## src/hw/fcs_pkg.sv

```systemverilog
// Contract
// only a raised request starts charging
// device latches the request level
// run follows request after 50us typ, 150us max
// dropping request forces a stop
// device stops itself at full charge
// device stops on overcurrent trip
// raising request again restarts after forced stop
// done pin only pulled low at full charge
// done pin released while charging or faulted
// only dropping request clears done
// after overcurrent, done stays released
// host times charge; timeout means overcurrent
// gate on only when fire and permit high
// source pin turns on, sink pin turns off
// gate follows inputs in about 25ns
// switch turns off at current limit
// full charge clears run, device disables
// switch turns on at zero crossing
// overcurrent latches off until request drops
// overtemp latches off until cool and request drops
// switch held off while run is low
package fcs_pkg;
    localparam int unsigned CLK_PERIOD_PS      = 4000;
    localparam int unsigned REQ_DELAY_MAX_US   = 150;
    localparam int unsigned MAX_CHARGE_MS      = 2000;
    localparam int unsigned RESTART_GAP_US     = 200;
    localparam int unsigned CYC_PER_US         = 1000000 / CLK_PERIOD_PS;
    localparam int unsigned DONE_WAIT_CYC      =
        REQ_DELAY_MAX_US * CYC_PER_US;
    localparam int unsigned GAP_CYC            = RESTART_GAP_US * CYC_PER_US;
    localparam int unsigned TIMEOUT_CYC_DEF    = MAX_CHARGE_MS * 1000 *
        CYC_PER_US;
    localparam int unsigned CNT_W              = 32;
    // released open-drain pin reads high through its pull-up
    localparam logic        DONE_PIN_IDLE      = 1'h1;

    typedef enum logic [2:0] {
        FCS_IDLE    = 3'b000,
        FCS_CHARGE  = 3'b001,
        FCS_DONE    = 3'b010,
        FCS_TRIP    = 3'b011,
        FCS_RELEASE = 3'b100
    } fcs_state_t;
endpackage : fcs_pkg

```

## src/hw/fcs_host.sv

```systemverilog
`timescale 1ns/1ps
module fcs_host
    import fcs_pkg::*;
#(
    parameter int unsigned TIMEOUT_CYC = TIMEOUT_CYC_DEF,
    parameter int unsigned GAP_CYC_P   = GAP_CYC
) (
    input  wire logic clk_sys,
    input  wire logic rst_b,
    input  wire logic chargeStart,
    input  wire logic chargeAbort,
    input  wire logic flashFire,
    input  wire logic flashPermit,
    input  wire logic chargeDoneNIn,
    output logic      chargeRequest,
    output logic      flashFireOut,
    output logic      flashPermitOut,
    output logic      charging,
    output logic      chargeDone,
    output logic      chargeFault
);
    logic             doneNMeta_ff;
    logic             doneNSync_ff;
    logic             nxt_doneNMeta;
    logic             nxt_doneNSync;
    logic             fire_ff;
    logic             permit_ff;
    logic             nxt_fire;
    logic             nxt_permit;
    fcs_state_t       state_ff;
    fcs_state_t       nxt_state;
    logic [CNT_W-1:0] cnt_ff;
    logic [CNT_W-1:0] nxt_cnt;
    logic             req_ff;
    logic             nxt_req;
    logic             chg_ff;
    logic             nxt_chg;
    logic             done_ff;
    logic             nxt_done;
    logic             fault_ff;
    logic             nxt_fault;

    // in done or trip either user level acknowledges the stop
    function automatic logic ackSeen(input logic startLvl,
                                     input logic abortLvl);
        return startLvl || abortLvl;
    endfunction : ackSeen

    // one compare serves both the charge timeout and the release gap
    function automatic logic cntReached(input logic [CNT_W-1:0] cntVal,
                                        input logic [CNT_W-1:0] limitVal);
        return cntVal >= limitVal;
    endfunction : cntReached

    // done pin is open drain with a pull-up; two flops guard against
    // metastability and only the second one feeds any logic
    always_comb begin
        nxt_doneNMeta = chargeDoneNIn;
        nxt_doneNSync = doneNMeta_ff;
    end

    always_ff @(posedge clk_sys) begin
        if (!rst_b) begin
            doneNMeta_ff <= DONE_PIN_IDLE;
            doneNSync_ff <= DONE_PIN_IDLE;
        end else begin
            doneNMeta_ff <= nxt_doneNMeta;
            doneNSync_ff <= nxt_doneNSync;
        end
    end

    // both levels registered so the pins come straight from flops; this
    // spends one clock of the gate latency budget
    always_comb begin
        nxt_fire   = flashFire;
        nxt_permit = flashPermit;
    end

    always_ff @(posedge clk_sys) begin
        if (!rst_b) begin
            fire_ff   <= 1'h0;
            permit_ff <= 1'h0;
        end else begin
            fire_ff   <= nxt_fire;
            permit_ff <= nxt_permit;
        end
    end

    // charge timer and release gap share one counter; it restarts at
    // every phase change except into done or trip, so no stale count leaks into a timed phase
    always_comb begin
        nxt_cnt = cnt_ff;
        case (state_ff)
            FCS_IDLE: begin
                nxt_cnt = '0;
            end
            FCS_CHARGE: begin
                // counts from the cycle the request rises
                if (chargeAbort) begin
                    nxt_cnt = '0;
                end else begin
                    nxt_cnt = cnt_ff + CNT_W'(1);
                end
            end
            FCS_DONE: begin
                if (ackSeen(chargeStart, chargeAbort)) begin
                    nxt_cnt = '0;
                end
            end
            FCS_TRIP: begin
                if (ackSeen(chargeStart, chargeAbort)) begin
                    nxt_cnt = '0;
                end
            end
            FCS_RELEASE: begin
                if (cntReached(cnt_ff, CNT_W'(GAP_CYC_P))) begin
                    nxt_cnt = '0;
                end else begin
                    nxt_cnt = cnt_ff + CNT_W'(1);
                end
            end
            default: begin
                nxt_cnt = '0;
            end
        endcase
    end

    always_ff @(posedge clk_sys) begin
        if (!rst_b) begin
            cnt_ff <= '0;
        end else begin
            cnt_ff <= nxt_cnt;
        end
    end

    always_comb begin
        nxt_state = state_ff;
        nxt_req   = req_ff;
        nxt_chg   = chg_ff;
        nxt_done  = done_ff;
        nxt_fault = fault_ff;
        case (state_ff)
            FCS_IDLE: begin
                // abort wins so a held abort can never start a charge
                if (chargeStart && !chargeAbort) begin
                    nxt_req   = 1'h1;
                    nxt_chg   = 1'h1;
                    nxt_done  = 1'h0;
                    nxt_fault = 1'h0;
                    nxt_state = FCS_CHARGE;
                end
            end
            FCS_CHARGE: begin
                if (chargeAbort) begin
                    nxt_req   = 1'h0;
                    nxt_chg   = 1'h0;
                    nxt_state = FCS_RELEASE;
                end else if (!doneNSync_ff) begin
                    // device stopped itself at full charge
                    nxt_chg   = 1'h0;
                    nxt_done  = 1'h1;
                    nxt_state = FCS_DONE;
                end else if (cntReached(cnt_ff, CNT_W'(TIMEOUT_CYC))) begin
                    // no done in time: assume latched trip
                    nxt_chg   = 1'h0;
                    nxt_fault = 1'h1;
                    nxt_state = FCS_TRIP;
                end
            end
            FCS_DONE: begin
                // done holds until the release gap after the request drop ends
                if (ackSeen(chargeStart, chargeAbort)) begin
                    nxt_req   = 1'h0;
                    nxt_state = FCS_RELEASE;
                end
            end
            FCS_TRIP: begin
                // only a drop of request recovers a trip
                if (ackSeen(chargeStart, chargeAbort)) begin
                    nxt_req   = 1'h0;
                    nxt_state = FCS_RELEASE;
                end
            end
            FCS_RELEASE: begin
                // low long enough for the device to see it; an overtemp
                // latch may still hold if the die is hot
                if (cntReached(cnt_ff, CNT_W'(GAP_CYC_P))) begin
                    nxt_done  = 1'h0;
                    nxt_state = FCS_IDLE;
                end
            end
            default: begin
                nxt_req   = 1'h0;
                nxt_chg   = 1'h0;
                nxt_state = FCS_IDLE;
            end
        endcase
    end

    always_ff @(posedge clk_sys) begin
        if (!rst_b) begin
            state_ff <= FCS_IDLE;
            req_ff   <= 1'h0;
            chg_ff   <= 1'h0;
            done_ff  <= 1'h0;
            fault_ff <= 1'h0;
        end else begin
            state_ff <= nxt_state;
            req_ff   <= nxt_req;
            chg_ff   <= nxt_chg;
            done_ff  <= nxt_done;
            fault_ff <= nxt_fault;
        end
    end

    assign chargeRequest  = req_ff;
    assign flashFireOut   = fire_ff;
    assign flashPermitOut = permit_ff;
    assign charging       = chg_ff;
    assign chargeDone     = done_ff;
    assign chargeFault    = fault_ff;
endmodule : fcs_host

```

## config.mk

```make
export PLATFORM = sky130hd
export DESIGN_NAME = fcs_host
export DESIGN_NICKNAME = d
export VERILOG_FILES = /design/src/hw/fcs_pkg.sv /design/src/hw/fcs_host.sv
export SDC_FILE = /design/constraint.sdc
export NUM_CORES = 1
export LEC_CHECK = 0
export BUFFER_PORTS_ARGS = -buffer_cell sky130_fd_sc_hd__buf_2
export CAP_MARGIN = 25
export CORE_AREA = 4 4 60 89
export CTS_CLUSTER_DIAMETER = 30
export DETAILED_ROUTE_END_ITERATION = 10
export DIE_AREA = 0 0 64 93
export PLACE_DENSITY = 0.73
export SYNTH_ARGS = -nofsm -noshare
export SYNTH_HDL_FRONTEND = slang
export SYNTH_SLANG_ARGS = --single-unit
```

## constraint.sdc

```tcl
create_clock -name clk_sys -period 2.8 [get_ports clk_sys]
set_input_delay 0.28 -clock clk_sys [delete_from_list [all_inputs] [get_ports clk_sys]]
set_output_delay 0.28 -clock clk_sys [all_outputs]
set_load 0.03 [all_outputs]
```

; ---- Yosys cells after proc, flatten, opt, wreduce, memory -nomap -nowiden
; Cells that the tools add are included.
[word_totals]
reg_bits = 43
elab_cells = 69
[classes]
addsub = 1
n_lt_le_gt_ge = 2
n_eq_ne = 13
muxes = 28
bitwise = 2
n_reduce_logical = 13
[ops]
columns = op, count
row1 = 32-bit 2-to-1 mux, 3
row2 = 32-bit case mux with 3 select lines, 1
row3 = 32-bit by 1-bit adder with 32-bit output (second input constant), 1
row4 = 32-bit by 16-bit greater-or-equal comparator with 1-bit output (second input constant), 1
row5 = 32-bit by 29-bit greater-or-equal comparator with 1-bit output (second input constant), 1
row6 = 3-bit 2-to-1 mux, 6
row7 = 2-bit != test (second input constant), 7
row8 = 1-bit 2-to-1 mux, 13
row9 = 3-bit case mux with 4 select lines, 1
row10 = 5-bit AND reduction, 2
row11 = 4-bit AND reduction, 2
row12 = 3-bit by 2-bit == test with 1-bit output (second input constant), 2
row13 = 1-bit case mux with 3 select lines, 2
row14 = 4-bit != test (second input constant), 1
row15 = 1-bit case mux with 4 select lines, 1
row16 = 3-bit by 1-bit == test with 1-bit output (second input constant), 1
row17 = 3-bit == test (second input constant), 1
row18 = 3-bit logical NOT, 1
row19 = 3-bit AND reduction, 1
row20 = 3-bit nonzero test, 1
row21 = 3-bit OR reduction, 1
row22 = 2-bit by 1-bit != test with 1-bit output (second input constant), 1
row23 = 1-bit NOT, 2
row24 = 1-bit case mux with 2 select lines, 1
row25 = other kinds (5), 5

; ---- Depth between registers and ports, before layout
[logic_depth]
depth_word = 5
mapped_depth = 8

; ---- Worst setup path after synthesis
; No wires, ideal clock.
[synth_path]
kind = register to register
from = register cnt_ff[18]
to = register cnt_ff[16]
setup_time_ps = 62
arrival_time_ps = 1868
required_ps = 2738
setup_slack_ps = 870
path_stages_with_launch = 7
path_buffers = 0
synth_period_minus_slack_ps = 1930
cell_sequence = dfxtp_1 > or4_1 > nor4_2 > o2111ai_2 > a21boi_2 > or3b_1 > nand3_1
[synth_between]
elab_chain_len = 3
[synth_lines]
columns = element, line
row1 = "start, declared", fcs_host.sv:32  ; logic [CNT_W-1:0] cnt_ff;
row2 = "start signal, assigned", fcs_host.sv:132  ; cnt_ff <= nxt_cnt;
row3 = 32-bit by 16-bit greater-or-equal comparator with 1-bit output, fcs_host.sv:52  ; return cntVal >= limitVal;
row4 = 32-bit 2-to-1 mux, fcs_host.sv:116  ; if (cntReached(cnt_ff, CNT_W'(GAP_CYC_P))) begin
row5 = 32-bit case mux with 3 select lines, fcs_host.sv:93  ; case (state_ff)
; Every way passes these cells.
; A chain may end at the register's enable or synchronous reset.

; ---- Worst setup path in the final report
; Ends and elaborated chain as after synthesis.

==> results.cfg <==
[run_status]
outcome = completed

[global_route]
grt-busiest-layer = met2
grt_pass1_vias = 1923
grt_max_degree = 23
grt-ovfl-total = 0
grtUsageTotal = 0.184
grt_pass1_wl_mm = 8.83
antenna_found_initial = 0
use_met1 = 0.220
use_met3 = 0.0325
met2_usage = 0.311

[clocking]
insertion_delay_ns = 0.30
ctsResizeCount = 0
cts_buffers = 5
cts_tree = done
cts_max_level = 2
cts.clk_slew.worst_paths_ns = 0.08
cts-root-buf = clkbuf_8
holdBufCountCts = 0
clk_path_buf_depth = 2
cts_setup_buffers = 0
cts_sinks = 43

[timing]
setup_viol = 0
setup_slack_ns = 0.402
final.min_clock_period_ns = 2.40
final-max-slew-violation-count = 0
clock_skew_ns = 0.00686
holdWs_ns = 0.157
worstMarginPinSlew_ns = 0.689
finalHoldViolCount = 0
maxSlewHeadroom = 0.537
grt_setup_unrepaired = no
fmax_mhz = 417
period_share = 0.856
setup_tns_ns = 0

[power_and_ir_drop]
pwr-share-seq = 0.571
powerDensity_nw_per_um2 = 457
combPwrFrac = 0.078
clkPwrFrac = 0.351
power_leakage_nw = 0.868
p_sw_frac = 0.253
p_total_mw = 1.11
switching_power_uw = 281
peakVddDrop_mv = 0.203
p_int_uw = 829

[setup_path]
worstReg2RegEnd = cnt_ff[16]$_SDFFE_PN0N_
criticalPathCategory = reg -> reg
worst_setup_path_end_kind = flip-flop
startpoint_type = flip-flop
rr_worst_depth = 6
r2r_start = cnt_ff[18]$_SDFFE_PN0N_
ff2ff_setup_slack_ns = 0.40
arrival_ns = 2.65
required_ns = 3.05
cp_max_fo = 13

[place]
dp_hpwl_mm = 3.56
routabilityCongestion = 0.867
dpl_worst_slack_ns = 0.412
port_buffers = 12

[floorplan]
io_pins = 13
die_h_um = 93
fp-row-count = 30
die_w_um = 64
initial_core_util = 0.491
die-area_um2 = 5950
core_um2 = 4540

[min_path]
worstHoldEndpoint = doneNMeta_ff$_SDFF_PN1_
hold_depth = 2
hold_class = in -> reg
worstHoldStart = chargeDoneNIn

[routing]
drt-initial-drc-count = 241
wire_per_inst_um = 14.5
drt_wl_total_mm = 5.01
via_count = 1944
drc = 0
via_per_inst = 5.63
ant_nets = 0
first_pass_iters = 4

[logic_synthesis]
yosysWarnings = 0
syn_avg_cell_area_um2 = 8.23
yosys-top-cells-count = 43 x dfxtp_1, 36 x nor2_1, 25 x nand2_1
yosysTopAreaCellShare = 0.386
seq_area_frac_synth = 0.386
ys.flop_type = dfxtp_1
synth_edf_count = 0
synth_most_common_cell = dfxtp_1
synthTopCellsByArea = dfxtp_1 39%, nor2_1 6.1%, xor2_1 5.9%, nand3_1 4.3%, nand2_1 4.2%
synth_fp_nets = 280
yosysTopAreaCell = dfxtp_1
async_flop_share = 0
ys_types = 46
syn-cell-area_um2 = 2230
ys_ff_latch = 43
netlist_instances = 271

[layout]
drive_gt1_frac = 0.107
final_util = 0.535
largest_register_ffs = 32
reg.largest.list = cnt_ff x32, state_ff x3
diodes = 0
top_register = cnt_ff
nNetsFinal = 289
syn_to_final_growth_pct = 8.98

[flow_run]
cap_viol_max_count = 0
==> cell usage in the layout (no fill, tap or decap), types with 7 or more instances in the layout <==
cell | Yosys | routed
a21oi_1 | 8 | 8
a31oi_1 | 7 | 7
buf_2 | 1 | 12
dfxtp_1 | 43 | 43
nand2_1 | 25 | 25
nand3_1 | 19 | 19
nand4_1 | 9 | 9
nor2_1 | 36 | 36
nor3_1 | 8 | 8
xnor2_1 | 8 | 8
xor2_1 | 15 | 15
==> cells by family (layout without fill, tap and decap cells) <==
group | after synthesis | in the layout | share of synthesized area
XOR/XNOR | 23 | 23 | 0.0904
multiplexers | 2 | 2 | 0.00898
buffers and inverters | 17 | 27 | 0.0309
AND/OR/NAND/NOR | 140 | 140 | 0.331
flip-flops | 43 | 43 | 0.386
AO/OA/AOI/OAI | 44 | 44 | 0.141
adder cells (fa/ha/maj) | 2 | 2 | 0.0112
==> critical path: stages, from the launching register on <==
cell	delay, ns
dfxtp_1	0.36
or4_1	0.55
nor4_2	0.20
o2111ai_2	0.25
a21boi_2	0.51
or3b_1	0.39
nand3_1	0.07
==> area by class of cell <==
type	count	area [um^2]
fillers	442	2110
multi-input cells	211	1310
flip-flops and latches	43	861
repair buffers	15	82.6
well taps	64	80.1
clock buffers	6	72.6
inverters	4	15.0
clock inverters	2	12.5
==> through the flow <==
step,std cells,area [um^2]
final,345,2430
after global routing,345,2430
after CTS,345,2430
after detailed placement,337,2340
after global placement,337,2340
after floorplan,271,2230
==> metal layers <==
metal	share of wire	wire, um
met4	0.022	110
met5	0	0
met3	0.046	229
met1	0.43	2140
met2	0.50	2520
==> worst max path at each step <==
stage / end / slack [ns] / from / depth (start not counted)
after floorplan: cnt_ff[16]$_SDFFE_PN0N_ / 0.87 / cnt_ff[18]$_SDFFE_PN0N_ / 6
after global placement: cnt_ff[16]$_SDFFE_PN0N_ / 0.50 / cnt_ff[18]$_SDFFE_PN0N_ / 6
after detailed placement: cnt_ff[16]$_SDFFE_PN0N_ / 0.41 / cnt_ff[18]$_SDFFE_PN0N_ / 6
after CTS: cnt_ff[16]$_SDFFE_PN0N_ / 0.40 / cnt_ff[18]$_SDFFE_PN0N_ / 6
after global routing: cnt_ff[16]$_SDFFE_PN0N_ / 0.24 / cnt_ff[18]$_SDFFE_PN0N_ / 6
final: cnt_ff[16]$_SDFFE_PN0N_ / 0.40 / cnt_ff[18]$_SDFFE_PN0N_ / 6
==> power by group through the flow <==
stage / clock, mW / sequential (mW) / combinational, mW
floorplan: 0 / 0.654 / 0.0555
global placement: 0 / 0.648 / 0.0852
detailed placement: 0 / 0.648 / 0.0868
CTS: 0.400 / 0.634 / 0.0869
global route: 0.421 / 0.636 / 0.0957
finish: 0.390 / 0.634 / 0.0861
Note: power is estimated with default switching activity, not from simulation.
